[src/include/eci_pkg.sv]
// Package of constants and carrier types for the event counter input latch
package eci_pkg;
  // Register offsets on the plain register port (byte addresses)
  localparam logic [7:0] ECI_OFS_CONTROL = 8'h00;
  localparam logic [7:0] ECI_OFS_STATUS = 8'h02;
  localparam logic [7:0] ECI_OFS_IRQ_STATUS = 8'h04;
  localparam logic [7:0] ECI_OFS_IRQ_MASK = 8'h06;
  // Control field positions
  localparam int ECI_POS_EDGE = 7;
  localparam int ECI_POS_RSVD = 3;
  localparam int ECI_POS_CHAN_HI = 2;
  localparam int ECI_POS_CHAN_LO = 0;
  // Reset values
  localparam logic [7:0] ECI_RST_CONTROL = 8'h00;
  localparam logic [7:0] ECI_RST_FLAGS = 8'h00;
  localparam logic [1:0] ECI_RST_IRQ_MASK = 2'h0;
  localparam logic [15:0] ECI_RST_RDATA = 16'h0000;
  // Control bits that software may change
  localparam logic [7:0] ECI_CONTROL_WMASK = 8'h8F;
  // Interrupt status bit positions
  localparam int ECI_IRQ_DETECT = 0;
  localparam int ECI_IRQ_SERVICED = 1;
  localparam int ECI_CHANNELS = 8;

  // Control register contents
  typedef struct packed {
    logic edge_polarity_select;
    logic [2:0] zero_bits;
    logic reserved_rw;
    logic [2:0] channel_count_select;
  } eci_control_t;

  // Register port request
  typedef struct packed {
    logic [7:0] addr;
    logic [15:0] wdata;
    logic wr;
    logic rd;
  } eci_reg_req_t;

  // Service handshake result toward the transfer controller
  typedef struct packed {
    logic request;
    logic [4:0] addr_code;
  } eci_service_t;
endpackage : eci_pkg

[src/rtl/eci_event_latch.sv]
// Event input latch: edge detection, pending flags, service request, registers
// What this block does
// - The edge polarity bit picks rising edges at 0 and falling edges at 1, reset 0.
// - Control bits 6 to 4 always read zero and ignore writes.
// - The channel count field enables channels 0 up to its value, 000 one, 111 all eight.
// - A channel whose pin is set as output raises no pending flag.
// - A 16-bit status register holds one pending flag per channel in bits 7 to 0.
// - The transfer controller picks the counter from the registered code, which lags the pending flags by one cycle.
// - A flag reads 1 while its event awaits processing and 0 after, reset 0.
// - The service request follows, one cycle late, whether any pending flag is set.
// - Completing the transfer for a channel clears that channel's flag.
// - The lowest pending channel is serviced first, address code twice its number.
//
// The plain strobed port and the register offsets were decided locally.
module eci_event_latch
  import eci_pkg::*;
(
  input wire logic clk,
  input wire logic rst_b,
  input wire logic [7:0] event_inputs,
  input wire logic [7:0] port_pin_direction,
  input wire logic [7:0] reg_addr,
  input wire logic [15:0] reg_wdata,
  input wire logic reg_wr,
  input wire logic reg_rd,
  output logic [15:0] reg_rdata,
  input wire logic transfer_done,
  output logic event_service_request,
  output logic [4:0] service_addr_code,
  output logic irq
);

  eci_reg_req_t req;
  eci_control_t event_input_control;
  eci_service_t next_service;
  logic [7:0] sync_a;
  logic [7:0] sync_b;
  logic [7:0] sync_prev;
  logic [7:0] chan_enable;
  logic [7:0] edge_seen;
  logic [7:0] pending_flags;
  logic [7:0] clear_sel;
  logic [1:0] irq_status;
  logic [1:0] irq_mask;
  logic [1:0] irq_event;
  logic [15:0] next_rdata;
  logic [7:0] pin_is_output;
  logic [7:0] rise_seen;
  logic [7:0] fall_seen;
  logic [7:0] lower_pending;
  logic [7:0] service_onehot;
  logic [7:0] next_flags;
  logic [7:0] next_control;
  logic [2:0] service_chan;
  logic [2:0] chan_count;
  logic [1:0] irq_clear;
  logic [1:0] next_irq_status;
  logic [1:0] irq_pending;
  logic [15:0] read_control;
  logic [15:0] read_status;
  logic [15:0] read_irq_status;
  logic [15:0] read_irq_mask;
  logic wr_control;
  logic wr_irq_status;
  logic wr_irq_mask;
  logic edge_falling;
  logic any_detect;
  logic any_serviced;

  // Pin to flag takes three edges: two synchroniser stages, then the history
  // compare. The request and the code follow one edge after the flag, and the
  // interrupt one more edge after its status bit, as both are registered.
  // A pulse shorter than a clock period may be missed; that is the price of
  // sampling the pins rather than clocking on them.

  // Bundle the register port for decode
  assign req = '{addr: reg_addr, wdata: reg_wdata, wr: reg_wr, rd: reg_rd};

  // Write decode; the status register has no write strobe, so writes to it are lost
  assign wr_control = req.wr && (req.addr == ECI_OFS_CONTROL);
  assign wr_irq_status = req.wr && (req.addr == ECI_OFS_IRQ_STATUS);
  assign wr_irq_mask = req.wr && (req.addr == ECI_OFS_IRQ_MASK);

  // Control fields by name for the channel logic
  assign edge_falling = event_input_control.edge_polarity_select;
  assign chan_count = event_input_control.channel_count_select;

  // Next control value; bits 6..4 are masked off before they can store
  assign next_control = req.wdata[7:0] & ECI_CONTROL_WMASK;

  // Control register; bits 6..4 never store, so they read zero
  always_ff @(posedge clk) begin
    if (!rst_b) begin
      event_input_control <= ECI_RST_CONTROL;
    end else if (wr_control) begin
      event_input_control <= next_control;
    end
  end

  // Bit 3 is kept as plain storage and reads back as written.
  // It steers nothing here, so a stray one from software changes no behaviour;
  // zero, its reset value, is the one software is expected to keep.

  // First synchroniser stage; only the second stage reads it.
  // The pins count as synchronous, yet two stages cost little and keep a
  // late-settling pin from reaching the edge logic as a half level.
  always_ff @(posedge clk) begin
    if (!rst_b) begin
      sync_a <= ECI_RST_FLAGS;
    end else begin
      sync_a <= event_inputs;
    end
  end

  // Second synchroniser stage, the newer sample for the compare
  always_ff @(posedge clk) begin
    if (!rst_b) begin
      sync_b <= ECI_RST_FLAGS;
    end else begin
      sync_b <= sync_a;
    end
  end

  // History stage, the older sample; resets low like an idle pin
  always_ff @(posedge clk) begin
    if (!rst_b) begin
      sync_prev <= ECI_RST_FLAGS;
    end else begin
      sync_prev <= sync_b;
    end
  end

  // Per channel enable, edge detect, lowest pending and clear select
  genvar gi;
  generate
    for (gi = 0; gi < ECI_CHANNELS; gi++) begin : g_chan
      // Contiguous group from channel 0
      assign chan_enable[gi] = (3'(gi) <= chan_count);
      // A pin the port drives is not an event source
      assign pin_is_output[gi] = port_pin_direction[gi];
      // Rising: older sample low, newer sample high
      assign rise_seen[gi] = !sync_prev[gi] && sync_b[gi];
      // Falling: older sample high, newer sample low
      assign fall_seen[gi] = sync_prev[gi] && !sync_b[gi];
      // Qualified edge of the selected polarity
      assign edge_seen[gi] = chan_enable[gi] && !pin_is_output[gi] &&
        (edge_falling ? fall_seen[gi] : rise_seen[gi]);
      // Any lower channel pending; it outranks this one
      assign lower_pending[gi] = |(pending_flags & ((8'h01 << gi) - 8'h01));
      // One-hot mark of the lowest pending channel
      assign service_onehot[gi] = pending_flags[gi] && !lower_pending[gi];
      // Clear the channel the shown code names, not the lowest at this edge:
      // a lower flag set in the last cycle has not reached the code yet
      assign clear_sel[gi] = transfer_done && event_service_request && pending_flags[gi] &&
        (service_addr_code == 5'(gi * 2));
    end
  endgenerate

  // Next flags: clear first, then a fresh edge sets, so the set wins.
  // Repeat edges on a channel still pending merge into the one flag; a user
  // who needs every edge counted must service faster than the pins toggle.
  always_comb begin
    next_flags = pending_flags & ~clear_sel;
    next_flags = next_flags | edge_seen;
  end

  // Pending flags
  always_ff @(posedge clk) begin
    if (!rst_b) begin
      pending_flags <= ECI_RST_FLAGS;
    end else begin
      pending_flags <= next_flags;
    end
  end

  // Lowest pending channel as an index; one-hot input keeps the items exclusive
  always_comb begin
    service_chan = 3'h0;
    case (service_onehot)
      8'h01: service_chan = 3'h0;
      8'h02: service_chan = 3'h1;
      8'h04: service_chan = 3'h2;
      8'h08: service_chan = 3'h3;
      8'h10: service_chan = 3'h4;
      8'h20: service_chan = 3'h5;
      8'h40: service_chan = 3'h6;
      8'h80: service_chan = 3'h7;
      default: service_chan = 3'h0;
    endcase
  end

  // Request and code for the transfer controller; code is twice the channel
  always_comb begin
    next_service.request = |pending_flags;
    next_service.addr_code = {1'b0, service_chan, 1'b0};
  end

  // Request registered; follows the flags one cycle later
  always_ff @(posedge clk) begin
    if (!rst_b) begin
      event_service_request <= 1'b0;
    end else begin
      event_service_request <= next_service.request;
    end
  end

  // Code registered beside the request, so both change on the same edge.
  // The controller acts on this code; the clear above follows it, never
  // the live flags, so a late lower event cannot steal the completion.
  always_ff @(posedge clk) begin
    if (!rst_b) begin
      service_addr_code <= 5'h00;
    end else begin
      service_addr_code <= next_service.addr_code;
    end
  end

  // Interrupt events: any detection, any completion
  assign any_detect = |edge_seen;
  assign any_serviced = |clear_sel;
  assign irq_event[ECI_IRQ_DETECT] = any_detect;
  assign irq_event[ECI_IRQ_SERVICED] = any_serviced;

  // Bits to clear: the ones written as one to the interrupt status register
  assign irq_clear = wr_irq_status ? req.wdata[1:0] : 2'h0;

  // Clear first, then set, so an event in the clearing cycle is not lost
  always_comb begin
    next_irq_status = irq_status & ~irq_clear;
    next_irq_status = next_irq_status | irq_event;
  end

  // Sticky status, write one to clear
  always_ff @(posedge clk) begin
    if (!rst_b) begin
      irq_status <= ECI_RST_IRQ_MASK;
    end else begin
      irq_status <= next_irq_status;
    end
  end

  // Interrupt mask, one bit per status bit
  always_ff @(posedge clk) begin
    if (!rst_b) begin
      irq_mask <= ECI_RST_IRQ_MASK;
    end else if (wr_irq_mask) begin
      irq_mask <= req.wdata[1:0];
    end
  end

  // Unmasked status bits
  assign irq_pending = irq_status & irq_mask;

  // Level interrupt; lags status by one cycle because it is registered
  always_ff @(posedge clk) begin
    if (!rst_b) begin
      irq <= 1'b0;
    end else begin
      irq <= |irq_pending;
    end
  end

  // Each register as a full word; upper bits are zero filled
  assign read_control = {8'h00, event_input_control};
  assign read_status = {8'h00, pending_flags};
  assign read_irq_status = {14'h0000, irq_status};
  assign read_irq_mask = {14'h0000, irq_mask};

  // Read mux; word-wide only, unmapped addresses read zero
  always_comb begin
    next_rdata = ECI_RST_RDATA;
    case (req.addr)
      ECI_OFS_CONTROL: next_rdata = read_control;
      ECI_OFS_STATUS: next_rdata = read_status;
      ECI_OFS_IRQ_STATUS: next_rdata = read_irq_status;
      ECI_OFS_IRQ_MASK: next_rdata = read_irq_mask;
      default: next_rdata = ECI_RST_RDATA;
    endcase
  end

  // Read data stand only in the cycle after the strobe
  always_ff @(posedge clk) begin
    if (!rst_b) begin
      reg_rdata <= ECI_RST_RDATA;
    end else if (req.rd) begin
      reg_rdata <= next_rdata;
    end else begin
      reg_rdata <= ECI_RST_RDATA;
    end
  end

endmodule : eci_event_latch

[config.mk]
export PLATFORM = sky130hd
export DESIGN_NAME = eci_event_latch
export DESIGN_NICKNAME = d
export VERILOG_FILES = /design/src/include/eci_pkg.sv /design/src/rtl/eci_event_latch.sv
export SDC_FILE = /design/constraint.sdc
export NUM_CORES = 1
export LEC_CHECK = 0
export CORE_ASPECT_RATIO = 0.8
export CORE_MARGIN = 5
export CORE_UTILIZATION = 30
export DETAILED_ROUTE_END_ITERATION = 6
export DONT_BUFFER_PORTS = 1
export GPL_TIMING_DRIVEN = 0
export HOLD_SLACK_MARGIN = 0.12
export PLACE_DENSITY_LB_ADDON = 0.12
export SLEW_MARGIN = 5
export SYNTH_ARGS = -nofsm -noshare
export SYNTH_HDL_FRONTEND = slang
export SYNTH_SLANG_ARGS = --single-unit
export TNS_END_PERCENT = 1
[constraint.sdc]
create_clock -name clk -period 1.5 [get_ports clk]
set_clock_uncertainty 0.15 [all_clocks]
set_input_delay 0.15 -clock clk [delete_from_list [all_inputs] [get_ports clk]]
set_output_delay 0.15 -clock clk [all_outputs]
set_load 0.005 [all_outputs]
==> impl_metrics.tcl, run 1 <==
set metrics [dict create \
    gp_congestion 0.791 \
    cts_tree "built" \
    area_growth_pct 30.4 \
    hpwl_um 3880 \
    arrival_ns 1.71 \
    leakagePower_nw 1.12 \
    syn_inst 230 \
    critPathMaxFanout 6 \
    power_density_nw_per_um2 913 \
    rows 28 \
    synth_flop_cell "dfxtp_1" \
    final_cell_mix "dfxtp_1 (51), nor2_1 (28), dlygate4sd3_1 (28)" \
    yosysTopAreaCellShare 0.490 \
    ctsHoldBuffers 28 \
    htreeDepth 2 \
    hold_class "in -> reg" \
    start_kind "flip-flop" \
    ir_drop_mv 0.409 \
    firstDrtPassIters 4 \
    grt_pass1_wl_um 8670 \
    layout-drive-gt1-share 0.167 \
    period_minus_slack_ns 1.60 \
    drv_slew 0 \
    syn_avg_cell_area_um2 9.59 \
    grt_pass1_vias 1667 \
    vias_per_cell 4.60 \
    clock-sinks 54 \
    hold_ws_ns -0.0248 \
    numPortBuffers 0 \
    yosysUniqueCellTypes 43 \
    antenna_found_initial 0 \
    drc_errors 0 \
    ys_seq_elements 54 \
    core_um2 7290 \
    nets 320 \
    clockRootBuffer "clkbuf_8" \
    place_worst_setup_slack_ns -0.192 \
    status "finished, violations left" \
    numCtsBuffers 5 \
    path_cells "or3b_1, a2111oi_4, o21bai_1, and2_1" \
    fmax_mhz 623 \
    yosys_warnings 0 \
    grt_max_degree 17 \
    final.setup.worst_slack_ns -0.104 \
    num_vias 1685 \
    start_util 0.303 \
    postRouteAntennaNets 0 \
    synth_area_leaders "dfxtp_1 (49%), and2_1 (7.1%), mux2i_1 (5.0%), nor2_1 (4.9%), buf_4 (3.4%)" \
    grt-ovfl-total 0 \
    end_kind "flip-flop" \
    finalSetupViolations 6 \
    grt_util_all_layers 0.123 \
    num_antenna_cells 0 \
    p_total_w 0.00263 \
    fp.dieH_um 86.7 \
    final_common_cell "dfxtp_1" \
    post_drt_wl_per_cell_um 14.6 \
    async_reset_ff_frac 0 \
    cpMaxStageDelayCell "or3b_1" \
    crit_required_ns 1.61 \
    drv_cap 0 \
    cts_buffer_depth 2 \
    dr.first_iter.drc_count 61 \
    routed_wl_um 5360 \
    crit_type "reg -> reg" \
    setup_tns_ns -0.345 \
    synth_edf_count 0 \
    yosysTopAreaCell "dfxtp_1" \
    yosysSeqAreaShare 0.490 \
    slowest_delay_ns 0.42 \
    violations "negative hold slack, negative setup slack" \
    dieArea_um2 9170 \
    clock_latency_ns 0.30 \
    rsz0062_at_grt "yes" \
    syn_area_um2 2200 \
    finalHoldViolCount 2 \
    pin_count 68 \
    clkTransAtPathRegs_ns 0.10 \
    fin_crit_sh 1.07 \
    die_w_um 106 \
]
==> where the power goes <==
group	total (W)	leakage, nW	switching, W	internal, W
Sequential	0.00147	0.441	0.0000132	0.00146
Clock	0.000971	0.0514	0.000472	0.000499
Combinational	0.000183	0.628	0.0000773	0.000106
Total	0.00263	1.12	0.000563	0.00206
==> layout make-up <==
cell class / instances / area, µm²
Clock buffer: 6 / 72.6
Sequential cell: 54 / 1090
Tap cell: 90 / 113
Multi-Input combinational cell: 158 / 1110
Timing Repair Buffer: 30 / 295
Fill cell: 721 / 4410
Clock inverter: 2 / 37.5
Inverter: 9 / 33.8
Buffer: 17 / 121
==> flip-flops by register name (all words and copies together) (netlist names) <==
name and cells:
reg_rdata 8, edge_falling 1, sync_b 8, service_addr_code 3
chan_count 3, irq 1, sync_a 8, event_service_request 1
irq_mask 2, pending_flags 8, sync_prev 8, irq_status 2
event_input_control 1
==> synthesized netlist by cell type (2+ instances only) <==
cell and n:
or3b_2 3, buf_2 2, and2_1 25, nand3b_1 6, nand4_1 9, nor2b_1 3
mux2i_1 11, buf_4 10, nand3_1 4, a21oi_1 10, and3_1 3, a22oi_1 2
o22ai_1 2, mux4_2 2, inv_1 8, nand2b_1 4, or3b_1 2, o21bai_1 2
nor2_1 29, dfxtp_1 54, a211oi_1 3, nand2_1 8, clkbuf_1 6, o21ai_0 3
==> cells by family after synthesis <==
| group | count (synthesis) | synth area share |
|---|---|---|
| flops | 54 | 0.490 |
| compound gates | 32 | 0.110 |
| other cells | 1 | 0.00170 |
| simple gates | 103 | 0.264 |
| buf+inv | 27 | 0.0641 |
| mux | 13 | 0.0704 |
==> worst paths after layout <==
| path | from | end | slack (ns) | cells past startpoint |
|---|---|---|---|---|
| worst max register to register | edge_falling$_SDFFE_PN0P_ | pending_flags[7]$_SDFF_PN0_ | -0.10 | 4 |
| worst min-delay path | reg_addr[4] | reg_rdata[0]$_SDFF_PN0_ | -0.02 | 3 |
| worst max-delay path | edge_falling$_SDFFE_PN0P_ | pending_flags[7]$_SDFF_PN0_ | -0.10 | 4 |
| worst min register to register | sync_a[4]$_SDFF_PN0_ | sync_b[4]$_SDFF_PN0_ | 0.29 | 1 |
==> layer usage <==
metal  part of all wire  wire [µm]  track usage  up-vias
li1                   -          -            -      860
met5                  0          0            0        -
met1               0.48       2570        0.170      763
met4              0.015         82       0.0400        0
met3              0.064        343       0.0387        9
met2               0.44       2360        0.182       53
==> through the flow <==
step,area (µm²),utilization,cells
finish,2880,0.395,366
global route,2880,0.395,366
CTS,2840,0.389,366
detailed placement,2360,0.324,329
global placement,2360,0.324,329
floorplan,2250,-,239
==> critical path, delay by kind of cell (launching register included) <==
| kind | cells | cell delay (ns) |
|---|---|---|
| compound gates | 2 | 0.49 |
| flops | 1 | 0.37 |
| simple gates | 2 | 0.54 |
==> repair_timing <==
action                     4_1_cts  5_1_grt
pin swaps                        5        5
gates resized for setup         17       10
buffers inserted                 2        0
hold endpoints to repair        34        3
setup endpoints to repair        9       14
Note: power is estimated with default switching activity, not from simulation.
==> inputs of run 2 (changes only) <==
==> constraint.sdc (replaced) <==
create_clock -name clk -period 1.5 [get_ports clk]
set_clock_uncertainty 0.15 [all_clocks]
set_input_delay 0.15 -clock clk [delete_from_list [all_inputs] [get_ports clk]]
set_output_delay 0.15 -clock clk [all_outputs]
set_load 0.01 [all_outputs]
==> impl_metrics.tcl, run 2 (synthesis results as in run 1) <==
set metrics [dict create \
    grt_max_degree 16 \
    num_vias 1734 \
    numCtsBuffers 5 \
    final_area_um2 2920 \
    comb_power_share 0.075 \
    grt_pass1_wl_um 8720 \
    finalHoldViolCount 0 \
    hold_ws_ns 0.0550 \
    p_int_w 0.00207 \
    grt-ovfl-total 0 \
    core_um2 7290 \
    antenna_found_initial 0 \
    routed_wl_um 5540 \
    ff_latch_area_um2 1090 \
    clkPwrFrac 0.366 \
    period_minus_slack_ns 1.64 \
    num_antenna_cells 0 \
    firstDrtPassIters 4 \
    cts_tree "built" \
    hold_class "in -> reg" \
    rows 28 \
    nets 325 \
    area_growth_pct 32.4 \
    p_seq_frac 0.559 \
    finalSetupViolations 5 \
    grt_pass1_vias 1705 \
    place_area_um2 2350 \
    start_util 0.303 \
    die_w_um 106 \
    hpwl_um 3810 \
    clockRootBuffer "clkbuf_8" \
    end_kind "flip-flop" \
    fmax_mhz 608 \
    vias_per_cell 4.67 \
    leakagePower_nw 1.14 \
    critPathMaxFanout 6 \
    crit_type "reg -> reg" \
    dr.first_iter.drc_count 104 \
    fill_cells 719 \
    fin_crit_sh 1.10 \
    power_density_nw_per_um2 903 \
    p_total_w 0.00263 \
    drv_cap 0 \
    post_drt_wl_per_cell_um 14.9 \
    start_kind "flip-flop" \
    dieArea_um2 9170 \
    htreeDepth 2 \
    layout-drive-gt1-share 0.164 \
    final-instance-count-excl-fill 371 \
    arrival_ns 1.73 \
    dp.cells 329 \
    gp_congestion 0.749 \
    postRouteAntennaNets 0 \
    clock_latency_ns 0.31 \
    ir_drop_mv 0.376 \
    clkTransAtPathRegs_ns 0.10 \
    switching_power_w 0.000562 \
    fp.dieH_um 86.7 \
    relSlewSlack 0.660 \
    final_common_cell "dfxtp_1" \
    crit_required_ns 1.59 \
    violations "negative setup slack" \
    pin_count 68 \
    switching_share 0.213 \
    place_worst_setup_slack_ns -0.375 \
    grt_util_all_layers 0.124 \
    final.setup.worst_slack_ns -0.144 \
    final_cell_mix "dfxtp_1 (51), dlygate4sd3_1 (31), nor2_1 (29)" \
    worst_pin_slew_ns 0.504 \
    status "finished, violations left" \
    numPortBuffers 0 \
    cts_buffer_depth 2 \
    rsz0062_at_grt "yes" \
    drv_slew 0 \
    drc_errors 0 \
    clock-sinks 54 \
    multi_input_area_um2 1120 \
]
-- run 2: changes by cell type in the layout (fill, tap and decap cells not counted), sizes merged --
cell,previous run,this run
clkinvlp,1,0
dlygate4sd3,28,31
clkbuf,11,12
buf,14,15
dlymetal6s4s,0,1
-- run 2: stage by stage --
step                setup TNS [ns]  utilization
floorplan                  -0.0350            -
global placement             -1.31        0.323
detailed placement           -1.37        0.323
CTS                          -1.40        0.393
global route                 -1.03        0.401
finish                      -0.581        0.401
-- run 2: cell type report --
type / instances / area share
flip-flops and latches: 54 / 0.372
well taps: 90 / 0.0386
clock buffers: 7 / 0.0261
inverters: 9 / 0.0116
multi-input cells: 158 / 0.382
clock inverters: 1 / 0.0103
plain buffers: 17 / 0.0390
repair buffers: 35 / 0.120
-- run 2: power by group through the flow --
stage | sequential [W] | clock [W] | combinational (W)
floorplan | 0.00150 | 0 | 0.0000949
global placement | 0.00151 | 0 | 0.000112
detailed placement | 0.00151 | 0 | 0.000113
CTS | 0.00147 | 0.000993 | 0.000189
global route | 0.00148 | 0.00105 | 0.000216
finish | 0.00147 | 0.000965 | 0.000197
-- run 2: repair_timing --
item | 4_1_cts | 5_1_grt
resized for setup | 18 | 10
hold endpoints to repair | 34 | 3
hold buffers | 31 | 1
pin swaps | 6 | 4
setup endpoints to repair | 9 | 16
setup buffers | 3 | 0
-- run 2: final timing paths --
kind	start	endpoint	slack, ns	depth (start not counted)
hold reg to reg	sync_a[5]$_SDFF_PN0_	sync_b[5]$_SDFF_PN0_	0.29	1
hold / removal	reg_addr[4]	irq_mask[0]$_SDFFE_PN0P_	0.06	4
setup reg to reg	edge_falling$_SDFFE_PN0P_	pending_flags[1]$_SDFF_PN0_	-0.14	6
setup / recovery	edge_falling$_SDFFE_PN0P_	pending_flags[1]$_SDFF_PN0_	-0.14	6
-- run 2: metal layers --
layer  wire (µm)  vias to the layer above  GRT usage  share of wire
met5           0                        -          0              0
met4          37                        0     0.0353         0.0067
met3         326                        5     0.0343          0.059
met2        2490                       47      0.195           0.45
met1        2690                      805      0.168           0.48
li1            -                      877          -              -
-- run 2: critical path: stages (launching register included) --
cell,delay (ns)
dfxtp_4,0.38
buf_6,0.13
or3b_4,0.38
a221oi_4,0.27
buf_4,0.16
a21oi_2,0.03
nor2_1,0.08
==> inputs of run 3 (changes only) <==
- PLACE_DENSITY: default -> 0.57
- PLACE_DENSITY_LB_ADDON: 0.12 -> default
==> impl_metrics.tcl, run 3 (synthesis results as in run 1) <==
set metrics [dict create \
    core_um2 7290 \
    drc_errors 0 \
    clockRootBuffer "clkbuf_8" \
    fill_cells 776 \
    grt_util_all_layers 0.121 \
    fin_util 0.392 \
    clock_latency_ns 0.30 \
    leakagePower_nw 1.09 \
    rsz0062_at_grt "yes" \
    finalHoldViolCount 2 \
    layout-drive-gt1-share 0.167 \
    relSlewSlack 0.575 \
    pin_count 68 \
    num_antenna_cells 0 \
    numCtsBuffers 5 \
    critPathMaxFanout 10 \
    nets 320 \
    dp.cells 329 \
    final.setup.worst_slack_ns -0.137 \
    clkTransAtPathRegs_ns 0.10 \
    numPortBuffers 0 \
    ir_drop_mv 0.447 \
    grt_max_degree 17 \
    postRouteAntennaNets 0 \
    drv_cap 0 \
    worstRegToRegCells 6 \
    htreeDepth 2 \
    cts_buffer_depth 2 \
    final-instance-count-excl-fill 366 \
    setup_tns_ns -0.406 \
    worstSetupEndpoint "irq_status[0]$_SDFF_PN0_" \
    grt_pass1_wl_um 8560 \
    crit_required_ns 1.52 \
    firstDrtPassIters 4 \
    vias_per_cell 4.81 \
    hold_ws_ns -0.0389 \
    start_util 0.303 \
    power_density_nw_per_um2 920 \
    area_growth_pct 29.7 \
    ctsHoldBuffers 29 \
    fmax_mhz 611 \
    post_drt_wl_per_cell_um 15.0 \
    rows 28 \
    end_kind "flip-flop" \
    r2r_start "edge_falling$_SDFFE_PN0P_" \
    dieArea_um2 9170 \
    clock-sinks 54 \
    antenna_found_initial 0 \
    cts_tree "built" \
    die_w_um 106 \
    final_common_cell "dfxtp_1" \
    grt-ovfl-total 0 \
    final_cell_mix "dfxtp_1 (49), dlygate4sd3_1 (29), nor2_1 (28)" \
    r2r-end "irq_status[0]$_SDFF_PN0_" \
    num_vias 1762 \
    hold_class "in -> reg" \
    crit_type "reg -> reg" \
    start_kind "flip-flop" \
    hpwl_um 3950 \
    finalSetupViolations 5 \
    cp-startpoint "edge_falling$_SDFFE_PN0P_" \
    fin_crit_sh 1.09 \
    arrival_ns 1.66 \
    gp_congestion 0.847 \
    violations "negative hold slack, negative setup slack" \
    grt_pass1_vias 1726 \
    fp.dieH_um 86.7 \
    routed_wl_um 5470 \
    period_minus_slack_ns 1.64 \
    dr.first_iter.drc_count 85 \
    r2r_slack_ns -0.14 \
    drv_slew 0 \
    status "finished, violations left" \
    worst_pin_slew_ns 0.629 \
]
## run 3: cell types whose count changed in the layout (fill, tap and decap cells not counted), moves of 2 or more
cell	previous run	this run
a21oi_1	7	9
a21oi_2	2	0
dfxtp_1	51	49
dfxtp_2	2	4
dlygate4sd3_1	31	29
## run 3: worst max-delay path: stages (launching register included)
cell,delay (ns)
dfxtp_4,0.38
buf_4,0.16
buf_6,0.14
nand3b_1,0.13
a21oi_4,0.08
nor4_2,0.32
a41oi_1,0.15
## run 3: what timing repair did
| action | in CTS | in global routing |
|---|---|---|
| setup endpoints to repair | 10 | 10 |
| resized for setup | 13 | 15 |
| buffers inserted | 0 | 1 |
| hold endpoints to repair | 35 | 2 |
| pin swaps | 3 | 5 |
## run 3: worst min path at each step
stage	end	slack, ns	start	depth (start not counted)
floorplan	sync_a[0]$_SDFF_PN0_	0.13	event_inputs[0]	1
global placement	sync_a[2]$_SDFF_PN0_	0.13	event_inputs[2]	1
detailed placement	sync_a[5]$_SDFF_PN0_	0.13	event_inputs[5]	1
CTS	reg_rdata[0]$_SDFF_PN0_	-0.04	reg_addr[4]	3
global route	reg_rdata[0]$_SDFF_PN0_	-0.02	reg_addr[4]	3
finish	reg_rdata[0]$_SDFF_PN0_	-0.04	reg_addr[4]	3
## run 3: per-layer routing
layer / wire (µm) / GRT usage / share of wire
met1: 2560 / 0.155 / 0.47
met2: 2320 / 0.183 / 0.42
met3: 553 / 0.0529 / 0.10
met4: 42 / 0.0365 / 0.0077
met5: 0 / 0 / 0
## run 3: report_power, final
| part | internal [W] | switching [W] |
|---|---|---|
| logic | 0.000109 | 0.0000814 |
| clock network | 0.000498 | 0.000468 |
| registers | 0.00146 | 0.0000134 |
| total | 0.00207 | 0.000562 |
## run 3: area by class of cell
cell class	instances	area [µm²]	area share
flip-flops and latches	54	1090	0.381
plain buffers	17	120	0.0420
multi-input cells	158	1090	0.383
well taps	90	113	0.0394
clock inverters	2	37.5	0.0131
inverters	9	33.8	0.0118
clock buffers	6	72.6	0.0254
repair buffers	30	298	0.104
## run 3: metrics by stage
step	total power [W]	setup WS [ns]	cell area, µm²	hold WS, ns
finish	0.00263	-0.137	2860	-0.0389
global route	0.00275	-0.235	2860	-0.0207
CTS	0.00265	-0.161	2810	-0.0384
detailed placement	0.00162	-0.294	2350	0.130
global placement	0.00162	-0.291	2350	0.130
floorplan	0.00160	-0.0254	2240	0.127
